<file path="config.mk">
export PLATFORM = sky130hd
export DESIGN_NAME = mcs_sequencer
export DESIGN_NICKNAME = d
export VERILOG_FILES = /design/src/logic/mcs_pkg.sv /design/src/logic/mcs_out_queue.sv /design/src/logic/mcs_sequencer.sv
export VERILOG_INCLUDE_DIRS = /design/src /design/src/logic
export SDC_FILE = /design/constraint.sdc
export NUM_CORES = 1
export LEC_CHECK = 0
export BUFFER_PORTS_ARGS = -buffer_cell sky130_fd_sc_hd__buf_2
export CAP_MARGIN = 20
export CORE_UTILIZATION = 35
export DETAILED_ROUTE_END_ITERATION = 6
export GPL_TIMING_DRIVEN = 0
export PLACE_DENSITY = 0.6
export SKIP_LAST_GASP = 1
export SLEW_MARGIN = 30
export SYNTH_ARGS = -nofsm -noshare
export SYNTH_HDL_FRONTEND = slang
export SYNTH_SLANG_ARGS = --single-unit
export TNS_END_PERCENT = 50
</file>
<file path="constraint.sdc">
create_clock -name clk -period 2.3 [get_ports clk]
set_input_delay 0.345 -clock clk [delete_from_list [all_inputs] [get_ports clk]]
set_output_delay 0.345 -clock clk [all_outputs]
set_load 0.03 [all_outputs]
</file>
<file path="src/logic/mcs_regs.svh">
// Purpose: Constants for the measurement command sequencer
// Assumes: Included by its bare name
// Notes: Error codes held as signed 16-bit values
`ifndef MCS_REGS_SVH
`define MCS_REGS_SVH
`define MCS_ERR_NONE 16'sh0000
`define MCS_ERR_LIST_MODE 16'sd811
`define MCS_ERR_OUT_OF_MEM (-16'sd225)
`define MCS_ERR_INIT_IGNORED (-16'sd213)
`define MCS_COUNT_ONE 16'h0001
`define MCS_DELAY_ZERO 16'h0000
`define MCS_CMD_W 3
`define MCS_FUNC_W 4
`endif

</file>
<file path="src/logic/mcs_pkg.sv">
// Purpose: Types for the measurement command sequencer
// Assumes: Nothing
// Notes: Command codes are the host-side opcode encoding
package mcs_pkg;
  typedef enum logic [2:0] {
    MCS_CMD_NONE,
    MCS_CMD_CONFIGURE,
    MCS_CMD_CONF_QUERY,
    MCS_CMD_FETCH,
    MCS_CMD_READ,
    MCS_CMD_MEASURE,
    MCS_CMD_ABORT,
    MCS_CMD_INITIATE
  } mcs_cmd_t;
  typedef enum logic [1:0] {
    MCS_SRC_IMMEDIATE,
    MCS_SRC_BUS,
    MCS_SRC_EXTERNAL,
    MCS_SRC_TIMER
  } mcs_src_t;
endpackage : mcs_pkg

</file>
<file path="src/logic/mcs_out_queue.sv">
// Purpose: One-entry output queue for query answers
// Assumes: Host takes the word when addressed to talk
// Notes: Its full flag feeds the message-available flag
`timescale 1ns/1ps
`default_nettype none
module mcs_out_queue #(
  parameter int DATA_W = 32
) (
  input wire logic clk,
  input wire logic rstn,
  input wire logic ce,
  input wire logic push,
  input wire logic [DATA_W-1:0] push_data,
  input wire logic talk,
  output logic full,
  output logic [DATA_W-1:0] data,
  output logic taken
);
  logic full_ff;
  logic nxt_full;
  logic [DATA_W-1:0] data_ff;
  logic [DATA_W-1:0] nxt_data;
  logic taken_ff;
  logic nxt_taken;
  // ****************************************
  // Next state
  // ****************************************
  always_comb
  begin
    nxt_full = full_ff;
    nxt_data = data_ff;
    nxt_taken = 1'b0;
    if (talk && full_ff)
    begin
      nxt_full = 1'b0;
      nxt_taken = 1'b1;
    end
    if (push)
    begin
      nxt_full = 1'b1;
      nxt_data = push_data;
    end
  end
  // ****************************************
  // Registers
  // ****************************************
  always_ff @(posedge clk)
  begin
    if (!rstn)
    begin
      full_ff <= 1'b0;
      data_ff <= '0;
      taken_ff <= 1'b0;
    end
    else if (ce)
    begin
      full_ff <= nxt_full;
      data_ff <= nxt_data;
      taken_ff <= nxt_taken;
    end
  end
  assign full = full_ff;
  assign data = data_ff;
  assign taken = taken_ff;
endmodule : mcs_out_queue
`default_nettype wire

</file>
<file path="src/logic/mcs_sequencer.sv">
// Purpose: Sequencer for high-level measurement commands
// Assumes: One command pulse at a time, inputs synchronous to clk
// Notes: Measurement engine outside; this block drives its controls
// Summary of operation
// - Configure selects function; query reports it
// - Configure resets chosen function's controls
// - Configure clears continuous initiation
// - Configure forces immediate trigger source
// - Configure loads trigger counts with one
// - Configure sets trigger delay zero
// - Configure places trigger model idle
// - Configure disables all math stages
// - Configure disables and aborts buffer storage
// - Configure resets auto-zero, disables scanning
// - Fetch only returns latest processed reading
// - Fetch repeats old reading until newer
// - Reading sent when host addresses talk
// - Fetch or read in list mode gives +811
// - Read runs abort, initiate, fetch in order
// - Read acquires sample count readings into buffer
// - Abort idles, or restarts if continuous
// - Initiate leaves idle; continuous gives error
// - Ignored initiate does not stop fetch
// - Count above one with stored readings: -225
// - Measure runs abort, configure, read in order
// - Queue holding message sets message-available flag
`timescale 1ns/1ps
`default_nettype none
`include "mcs_regs.svh"
module mcs_sequencer #(
  parameter int DATA_W = 32,
  parameter int CNT_W = 16
) (
  input wire logic clk,
  input wire logic rstn,
  input wire logic ce,
  input wire logic cmd_valid,
  input wire mcs_pkg::mcs_cmd_t cmd_code,
  input wire logic [`MCS_FUNC_W-1:0] cmd_func,
  input wire logic cont_init_set,
  input wire logic math_set,
  input wire logic scan_set,
  input wire logic trig_set,
  input wire mcs_pkg::mcs_src_t trig_set_source,
  input wire logic [CNT_W-1:0] trig_set_count,
  input wire logic [CNT_W-1:0] trig_set_delay,
  input wire logic list_mode,
  input wire logic [CNT_W-1:0] sample_count,
  input wire logic [CNT_W-1:0] buffer_points,
  input wire logic reading_valid,
  input wire logic [DATA_W-1:0] reading_data,
  input wire logic meas_idle,
  input wire logic talk,
  output logic cmd_ready,
  output logic [`MCS_FUNC_W-1:0] active_func,
  output logic func_defaults,
  output logic cont_init,
  output mcs_pkg::mcs_src_t trig_source,
  output logic [CNT_W-1:0] trig_count,
  output logic [CNT_W-1:0] trig_delay,
  output logic trig_idle,
  output logic trig_restart,
  output logic math_enable,
  output logic buffer_enable,
  output logic buffer_abort,
  output logic autozero_default,
  output logic scan_enable,
  output logic [CNT_W-1:0] acquire_count,
  output logic error_valid,
  output logic [15:0] error_code,
  output logic [DATA_W-1:0] talk_data,
  output logic talk_valid,
  output logic message_available_flag
);
  typedef enum logic [2:0] {
    MCS_ST_IDLE,
    MCS_ST_ABORT,
    MCS_ST_CONFIG,
    MCS_ST_INIT,
    MCS_ST_WAIT,
    MCS_ST_FETCH
  } mcs_state_t;
  mcs_state_t st_ff, nxt_st;
  logic is_meas_ff, nxt_is_meas;
  logic [`MCS_FUNC_W-1:0] func_ff, nxt_func;
  logic [`MCS_FUNC_W-1:0] pend_func_ff, nxt_pend_func;
  logic defaults_ff, nxt_defaults;
  logic cont_ff, nxt_cont;
  mcs_pkg::mcs_src_t src_ff, nxt_src;
  logic [CNT_W-1:0] count_ff, nxt_count;
  logic [CNT_W-1:0] delay_ff, nxt_delay;
  logic idle_ff, nxt_idle;
  logic restart_ff, nxt_restart;
  logic math_ff, nxt_math;
  logic buf_en_ff, nxt_buf_en;
  logic buf_abort_ff, nxt_buf_abort;
  logic az_ff, nxt_az;
  logic scan_ff, nxt_scan;
  logic [CNT_W-1:0] acq_ff, nxt_acq;
  logic err_v_ff, nxt_err_v;
  logic [15:0] err_ff, nxt_err;
  logic [DATA_W-1:0] last_ff, nxt_last;
  logic ready_ff, nxt_ready;
  logic q_push;
  logic [DATA_W-1:0] q_push_data;
  logic q_full;
  logic [DATA_W-1:0] q_data;
  logic q_taken;
  logic talk_v_ff;
  logic [DATA_W-1:0] talk_d_ff;
  logic mav_ff;
  // ****************************************
  // Output queue
  // ****************************************
  mcs_out_queue #(
    .DATA_W(DATA_W)
  ) u_queue (
    .clk(clk),
    .rstn(rstn),
    .ce(ce),
    .push(q_push),
    .push_data(q_push_data),
    .talk(talk),
    .full(q_full),
    .data(q_data),
    .taken(q_taken)
  );
  // ****************************************
  // Sequencer next state
  // ****************************************
  always_comb
  begin
    nxt_st = st_ff;
    nxt_is_meas = is_meas_ff;
    nxt_func = func_ff;
    nxt_pend_func = pend_func_ff;
    nxt_defaults = 1'b0;
    nxt_cont = cont_ff;
    nxt_src = src_ff;
    nxt_count = count_ff;
    nxt_delay = delay_ff;
    nxt_idle = idle_ff;
    nxt_restart = 1'b0;
    nxt_math = math_ff;
    nxt_buf_en = buf_en_ff;
    nxt_buf_abort = 1'b0;
    nxt_az = 1'b0;
    nxt_scan = scan_ff;
    nxt_acq = acq_ff;
    nxt_err_v = 1'b0;
    nxt_err = err_ff;
    nxt_last = last_ff;
    nxt_ready = ready_ff;
    q_push = 1'b0;
    q_push_data = last_ff;
    if (reading_valid)
    begin
      nxt_last = reading_data;
    end
    case (st_ff)
      MCS_ST_IDLE:
      begin
        nxt_ready = 1'b1;
        if (cmd_valid && ready_ff)
        begin
          nxt_pend_func = cmd_func;
          nxt_is_meas = (cmd_code == mcs_pkg::MCS_CMD_MEASURE);
          case (cmd_code)
            mcs_pkg::MCS_CMD_CONFIGURE:
            begin
              nxt_st = MCS_ST_CONFIG;
              nxt_ready = 1'b0;
            end
            mcs_pkg::MCS_CMD_CONF_QUERY:
            begin
              q_push = 1'b1;
              q_push_data = DATA_W'(func_ff);
            end
            mcs_pkg::MCS_CMD_FETCH:
            begin
              if (list_mode)
              begin
                nxt_err_v = 1'b1;
                nxt_err = `MCS_ERR_LIST_MODE;
              end
              else
              begin
                q_push = 1'b1;
                q_push_data = last_ff;
              end
            end
            mcs_pkg::MCS_CMD_READ, mcs_pkg::MCS_CMD_MEASURE:
            begin
              nxt_ready = 1'b0;
              nxt_st = MCS_ST_ABORT;
            end
            mcs_pkg::MCS_CMD_ABORT:
            begin
              if (cont_ff)
              begin
                nxt_restart = 1'b1;
              end
              else
              begin
                nxt_idle = 1'b1;
              end
            end
            mcs_pkg::MCS_CMD_INITIATE:
            begin
              if (cont_ff)
              begin
                nxt_err_v = 1'b1;
                nxt_err = `MCS_ERR_INIT_IGNORED;
              end
              else
              begin
                nxt_idle = 1'b0;
              end
            end
            default:
            begin
              nxt_st = MCS_ST_IDLE;
            end
          endcase
        end
      end
      MCS_ST_ABORT:
      begin
        if (cont_ff)
        begin
          nxt_restart = 1'b1;
        end
        else
        begin
          nxt_idle = 1'b1;
        end
        nxt_st = is_meas_ff ? MCS_ST_CONFIG : MCS_ST_INIT;
        if (!is_meas_ff && list_mode)
        begin
          nxt_err_v = 1'b1;
          nxt_err = `MCS_ERR_LIST_MODE;
          nxt_st = MCS_ST_IDLE;
        end
        else if (!is_meas_ff && sample_count > `MCS_COUNT_ONE
                 && buffer_points != '0)
        begin
          nxt_err_v = 1'b1;
          nxt_err = `MCS_ERR_OUT_OF_MEM;
          nxt_st = MCS_ST_IDLE;
        end
      end
      MCS_ST_CONFIG:
      begin
        nxt_func = pend_func_ff;
        nxt_defaults = 1'b1;
        nxt_cont = 1'b0;
        nxt_src = mcs_pkg::MCS_SRC_IMMEDIATE;
        nxt_count = CNT_W'(`MCS_COUNT_ONE);
        nxt_delay = CNT_W'(`MCS_DELAY_ZERO);
        nxt_idle = 1'b1;
        nxt_math = 1'b0;
        nxt_buf_en = 1'b0;
        nxt_buf_abort = 1'b1;
        nxt_az = 1'b1;
        nxt_scan = 1'b0;
        if (is_meas_ff)
        begin
          nxt_is_meas = 1'b0;
          nxt_st = MCS_ST_ABORT;
        end
        else
        begin
          nxt_st = MCS_ST_IDLE;
        end
      end
      MCS_ST_INIT:
      begin
        if (cont_ff)
        begin
          nxt_err_v = 1'b1;
          nxt_err = `MCS_ERR_INIT_IGNORED;
          nxt_st = MCS_ST_FETCH;
        end
        else
        begin
          nxt_idle = 1'b0;
          nxt_buf_en = 1'b1;
          nxt_acq = sample_count;
          nxt_st = MCS_ST_WAIT;
        end
      end
      MCS_ST_WAIT:
      begin
        if (meas_idle && !reading_valid)
        begin
          nxt_idle = 1'b1;
          nxt_st = MCS_ST_FETCH;
        end
      end
      MCS_ST_FETCH:
      begin
        q_push = 1'b1;
        q_push_data = last_ff;
        nxt_st = MCS_ST_IDLE;
      end
      default:
      begin
        nxt_st = MCS_ST_IDLE;
      end
    endcase
    // Host setup writes; a set beats a same-cycle clear
    if (cont_init_set)
    begin
      nxt_cont = 1'b1;
    end
    if (math_set)
    begin
      nxt_math = 1'b1;
    end
    if (scan_set)
    begin
      nxt_scan = 1'b1;
    end
    if (trig_set)
    begin
      nxt_src = trig_set_source;
      nxt_count = trig_set_count;
      nxt_delay = trig_set_delay;
    end
  end
  // ****************************************
  // Registers
  // ****************************************
  always_ff @(posedge clk)
  begin
    if (!rstn)
    begin
      st_ff <= MCS_ST_IDLE;
      is_meas_ff <= 1'b0;
      func_ff <= '0;
      pend_func_ff <= '0;
      defaults_ff <= 1'b0;
      cont_ff <= 1'b0;
      src_ff <= mcs_pkg::MCS_SRC_IMMEDIATE;
      count_ff <= CNT_W'(`MCS_COUNT_ONE);
      delay_ff <= CNT_W'(`MCS_DELAY_ZERO);
      idle_ff <= 1'b1;
      restart_ff <= 1'b0;
      math_ff <= 1'b0;
      buf_en_ff <= 1'b0;
      buf_abort_ff <= 1'b0;
      az_ff <= 1'b0;
      scan_ff <= 1'b0;
      acq_ff <= '0;
      err_v_ff <= 1'b0;
      err_ff <= `MCS_ERR_NONE;
      last_ff <= '0;
      ready_ff <= 1'b0;
      talk_v_ff <= 1'b0;
      talk_d_ff <= '0;
      mav_ff <= 1'b0;
    end
    else if (ce)
    begin
      st_ff <= nxt_st;
      is_meas_ff <= nxt_is_meas;
      func_ff <= nxt_func;
      pend_func_ff <= nxt_pend_func;
      defaults_ff <= nxt_defaults;
      cont_ff <= nxt_cont;
      src_ff <= nxt_src;
      count_ff <= nxt_count;
      delay_ff <= nxt_delay;
      idle_ff <= nxt_idle;
      restart_ff <= nxt_restart;
      math_ff <= nxt_math;
      buf_en_ff <= nxt_buf_en;
      buf_abort_ff <= nxt_buf_abort;
      az_ff <= nxt_az;
      scan_ff <= nxt_scan;
      acq_ff <= nxt_acq;
      err_v_ff <= nxt_err_v;
      err_ff <= nxt_err;
      last_ff <= nxt_last;
      ready_ff <= nxt_ready;
      talk_v_ff <= q_taken;
      talk_d_ff <= q_data;
      mav_ff <= q_full || q_push;
    end
  end
  // ****************************************
  // Outputs
  // ****************************************
  assign cmd_ready = ready_ff;
  assign active_func = func_ff;
  assign func_defaults = defaults_ff;
  assign cont_init = cont_ff;
  assign trig_source = src_ff;
  assign trig_count = count_ff;
  assign trig_delay = delay_ff;
  assign trig_idle = idle_ff;
  assign trig_restart = restart_ff;
  assign math_enable = math_ff;
  assign buffer_enable = buf_en_ff;
  assign buffer_abort = buf_abort_ff;
  assign autozero_default = az_ff;
  assign scan_enable = scan_ff;
  assign acquire_count = acq_ff;
  assign error_valid = err_v_ff;
  assign error_code = err_ff;
  assign talk_data = talk_d_ff;
  assign talk_valid = talk_v_ff;
  assign message_available_flag = mav_ff;
endmodule : mcs_sequencer
`default_nettype wire

</file>
==> qor.csv <==
stage,metric,value,unit
run_status,status,completed,
route,WL final,21.0,mm
global_route,vias in the first global route,5972,
clocking,Clock Tree Buf Depth,2,
placed_design,count of port buffers added during placement,229,
timing,Final Hold Viols,0,
global_route,GRT Residual Overflow,0,
timing,Tmin final,1.97,ns
clocking,clock-pin slew on the worst setup and hold paths,0.07,ns
synth,Post-synth EDFFs,0,
synth,Synth Net Count,928,
critical_path,crit end category,flop,
clocking,CTS tree,built,
clocking,# resized after CTS,0,
floorplan,Initial Utilization,35.7,%
clocking,Post-CTS Setup Repair Bufs,0,
clocking,root buf cell,clkbuf_16,
clocking,hold buffers post-CTS,0,
floorplan,Die Width,148,um
critical_path,Worst R2R End,acquire_count[10]$_SDFFE_PN0P_,
global_route,largest net degree at the start of global routing,17,
critical_path,required time worst endpoint,2.62,ns
cells_and_area,Final #Nets,1176,
worst_hold_path,worst hold start,trig_set_count[0],
route,1st-pass router iterations,6,
synth,Synth top area share,49.9,%
floorplan,die height,148,um
clocking,Num Clock Sinks,187,
synth,sequential area share after synthesis,49.9,%
critical_path,Reg2Reg Depth,6,
cells_and_area,share of layout cells above drive strength 1,26.9,%
power,Leakage,4.11,nW
synth,synthesized instance count,811,
route,Vias,6358,
global_route,initial antenna violation count,0,
synth,cell with the most instances after synthesis,dfxtp_1,
synth,"area leader, netlist",dfxtp_1,
critical_path,CP Class,reg2reg,
power,worst vdd rail ir drop,0.000430,V
synth,Synth Register Bits,187,
timing,RSZ-0062 raised after global routing,false,
clocking,clock latency on the worst-skew pair,0.43,ns
critical_path,Worst Path Max Fanout,10,
timing,highest clock rate,508,MHz
global_route,GRT Util Overall,19.2,%
job,Max-Cap Viols,0,
synth,"Cell Area, Synth",7500,um2
synth,top_reg_cell synth,dfxtp_1,
worst_hold_path,Hold EP,trig_count[0]$_SDFFE_PN1P_,
floorplan,Top Ports,232,
cells_and_area,synthesis-to-layout area growth,27.7,%
critical_path,FF-to-FF Start,st_ff[2]$_SDFFE_PN0P_,
power,Pwr per Cell Area,715,nW/um2
route,Post-DRT Antenna Nets,0,
floorplan,Std-Cell Rows,53,
synth,most instantiated cells after synthesis,"dfxtp_1 (187), nand2_1 (152), a21boi_0 (76)",
floorplan,die area,22000,um2
global_route,first-pass GRT wire length,32.5,mm
cells_and_area,ant diodes,0,
timing,fin. max-slew vios,0,
placed_design,HPWL Detailed,15.8,mm
worst_hold_path,Hold Path Class,in2reg,
synth,"Async S/R FF share, synth",0,%
synth,Synth cell types,49,
synth,syn_area_per_cell,9.25,um2
timing,setup TNS,0,ns
floorplan,total core area,21000,um2
critical_path,internal reg-to-reg setup slack,0.33,ns
critical_path,crit start category,flop,
timing,Worst-Margin Slew,0.718,ns
clocking,Max H-tree Level,4,
clocking,Num CTS Buffers,17,
timing,worst rel slew slack,52.1,%
synth,Yosys warning total,0,
synth,synth top area cells,"dfxtp_1 (50%), mux2i_1 (8.1%), a21boi_0 (7.6%), nand2_1 (7.6%), nor2b_1 (5.4%)",
worst_hold_path,hold path depth,3,
timing,clk_skew,0.0110,ns
timing,setup violators final,0,
cells_and_area,fin util,45.6,%
critical_path,crit path DAT,2.29,ns
route,Via density,4.72,
timing,Tcrit/Tclk final,85.5,%
route,routed length per placed instance,15.6,um
placed_design,Final GP Congestion,0.937,
route,DRT iter0 DRCs,300,
route,detailed-route DRC error count,0,
## flip-flops by register name, indices dropped and copies added (netlist names), 2 cells and up, named ones only
register,cells
trig_delay,16
talk_data,32
u_queue.data,32
st_ff,3
active_func,4
trig_source,2
pend_func_ff,4
error_code,16
last_ff,32
trig_count,16
acquire_count,16
## area by class of cell
class | count | area (um2)
inverters | 8 | 30.0
repair buffers | 229 | 1150
plain buffers | 64 | 292
clock inverters | 11 | 134
flip-flops and latches | 187 | 3740
fillers | 2132 | 11400
clock buffers | 20 | 457
multi-input cells | 552 | 3440
well taps | 275 | 344
## layer usage
layer	part of all wire, %	global-route usage [%]	wire length [um]	vias up
met2	47	32.4	9940	179
met3	5.7	4.17	1190	16
met4	1.2	5.62	245	0
li1	-	-	-	3245
met1	46	24.5	9610	2918
met5	0	0	0	-
## through the flow
stage                     hold WS [ns]  power [mW]  instance area, um2  setup WS (ns)  instances
final                            0.139        6.85                9580          0.333       1346
after global routing             0.126        7.11                9580          0.153       1346
after CTS                        0.121        6.93                9580          0.322       1346
after detailed placement         0.424        3.97                8990          0.100       1315
after global placement           0.414        3.96                8990          0.107       1315
after floorplan                  0.430        3.72                7500          0.607        811
## critical path, stage by stage (launching register included)
cell and delay (ns):
dfxtp_1 0.38, nor2b_1 0.37, nand3_1 0.24, nor2_4 0.31, buf_4 0.28, mux2i_1 0.22, nor2b_1 0.06
## cell usage in the layout (no fill, tap or decap), types with 3 or more instances in the layout
cell type  count
a21boi_0      76
a21boi_1      23
a21oi_1        6
a22oi_1        3
a31oi_1        4
and2_1         4
buf_1          4
buf_2        237
buf_4          7
clkbuf_1      44
clkbuf_16     17
clkinv_4       3
dfxtp_1      187
inv_1          8
inv_6          3
mux2i_1       61
nand2_1      152
nand2b_1       5
nand3_1       68
nand4_1        3
nor2_1        11
nor2b_1       65
nor3_1         4
nor3b_1        3
nor4_1         8
o211a_1        6
o21a_1        13
o21ai_0        9
## logic make-up after synthesis
logic type             synth area share [%]
AND/OR/NAND/NOR                        21.8
flip-flops                             49.9
AO/OA/AOI/OAI                          15.8
buffers and inverters                  4.29
multiplexers                           8.14
XOR/XNOR                              0.117
## power by group
part           total [mW]  switching [mW]  internal (mW)  leakage (nW)
clock network        2.96            1.29           1.67         0.293
logic               0.548           0.330          0.218          2.30
registers            3.34          0.0339           3.30          1.52
## how the worst max path moves through the flow
stage,start,end,slack (ns),cells after the start
2_1_floorplan,cmd_code[2],u_queue.data[0]$_SDFFE_PN0P_,0.61,7
3_3_place_gp,ce,flop,0.11,7
3_5_place_dp,ce,flop,0.10,7
4_1_cts,st_ff[2]$_SDFFE_PN0P_,u_queue.data[2]$_SDFFE_PN0P_,0.32,6
5_1_grt,st_ff[2]$_SDFFE_PN0P_,u_queue.data[2]$_SDFFE_PN0P_,0.15,6
6_report,st_ff[2]$_SDFFE_PN0P_,acquire_count[10]$_SDFFE_PN0P_,0.33,6
(Power assumes the default switching activity.)
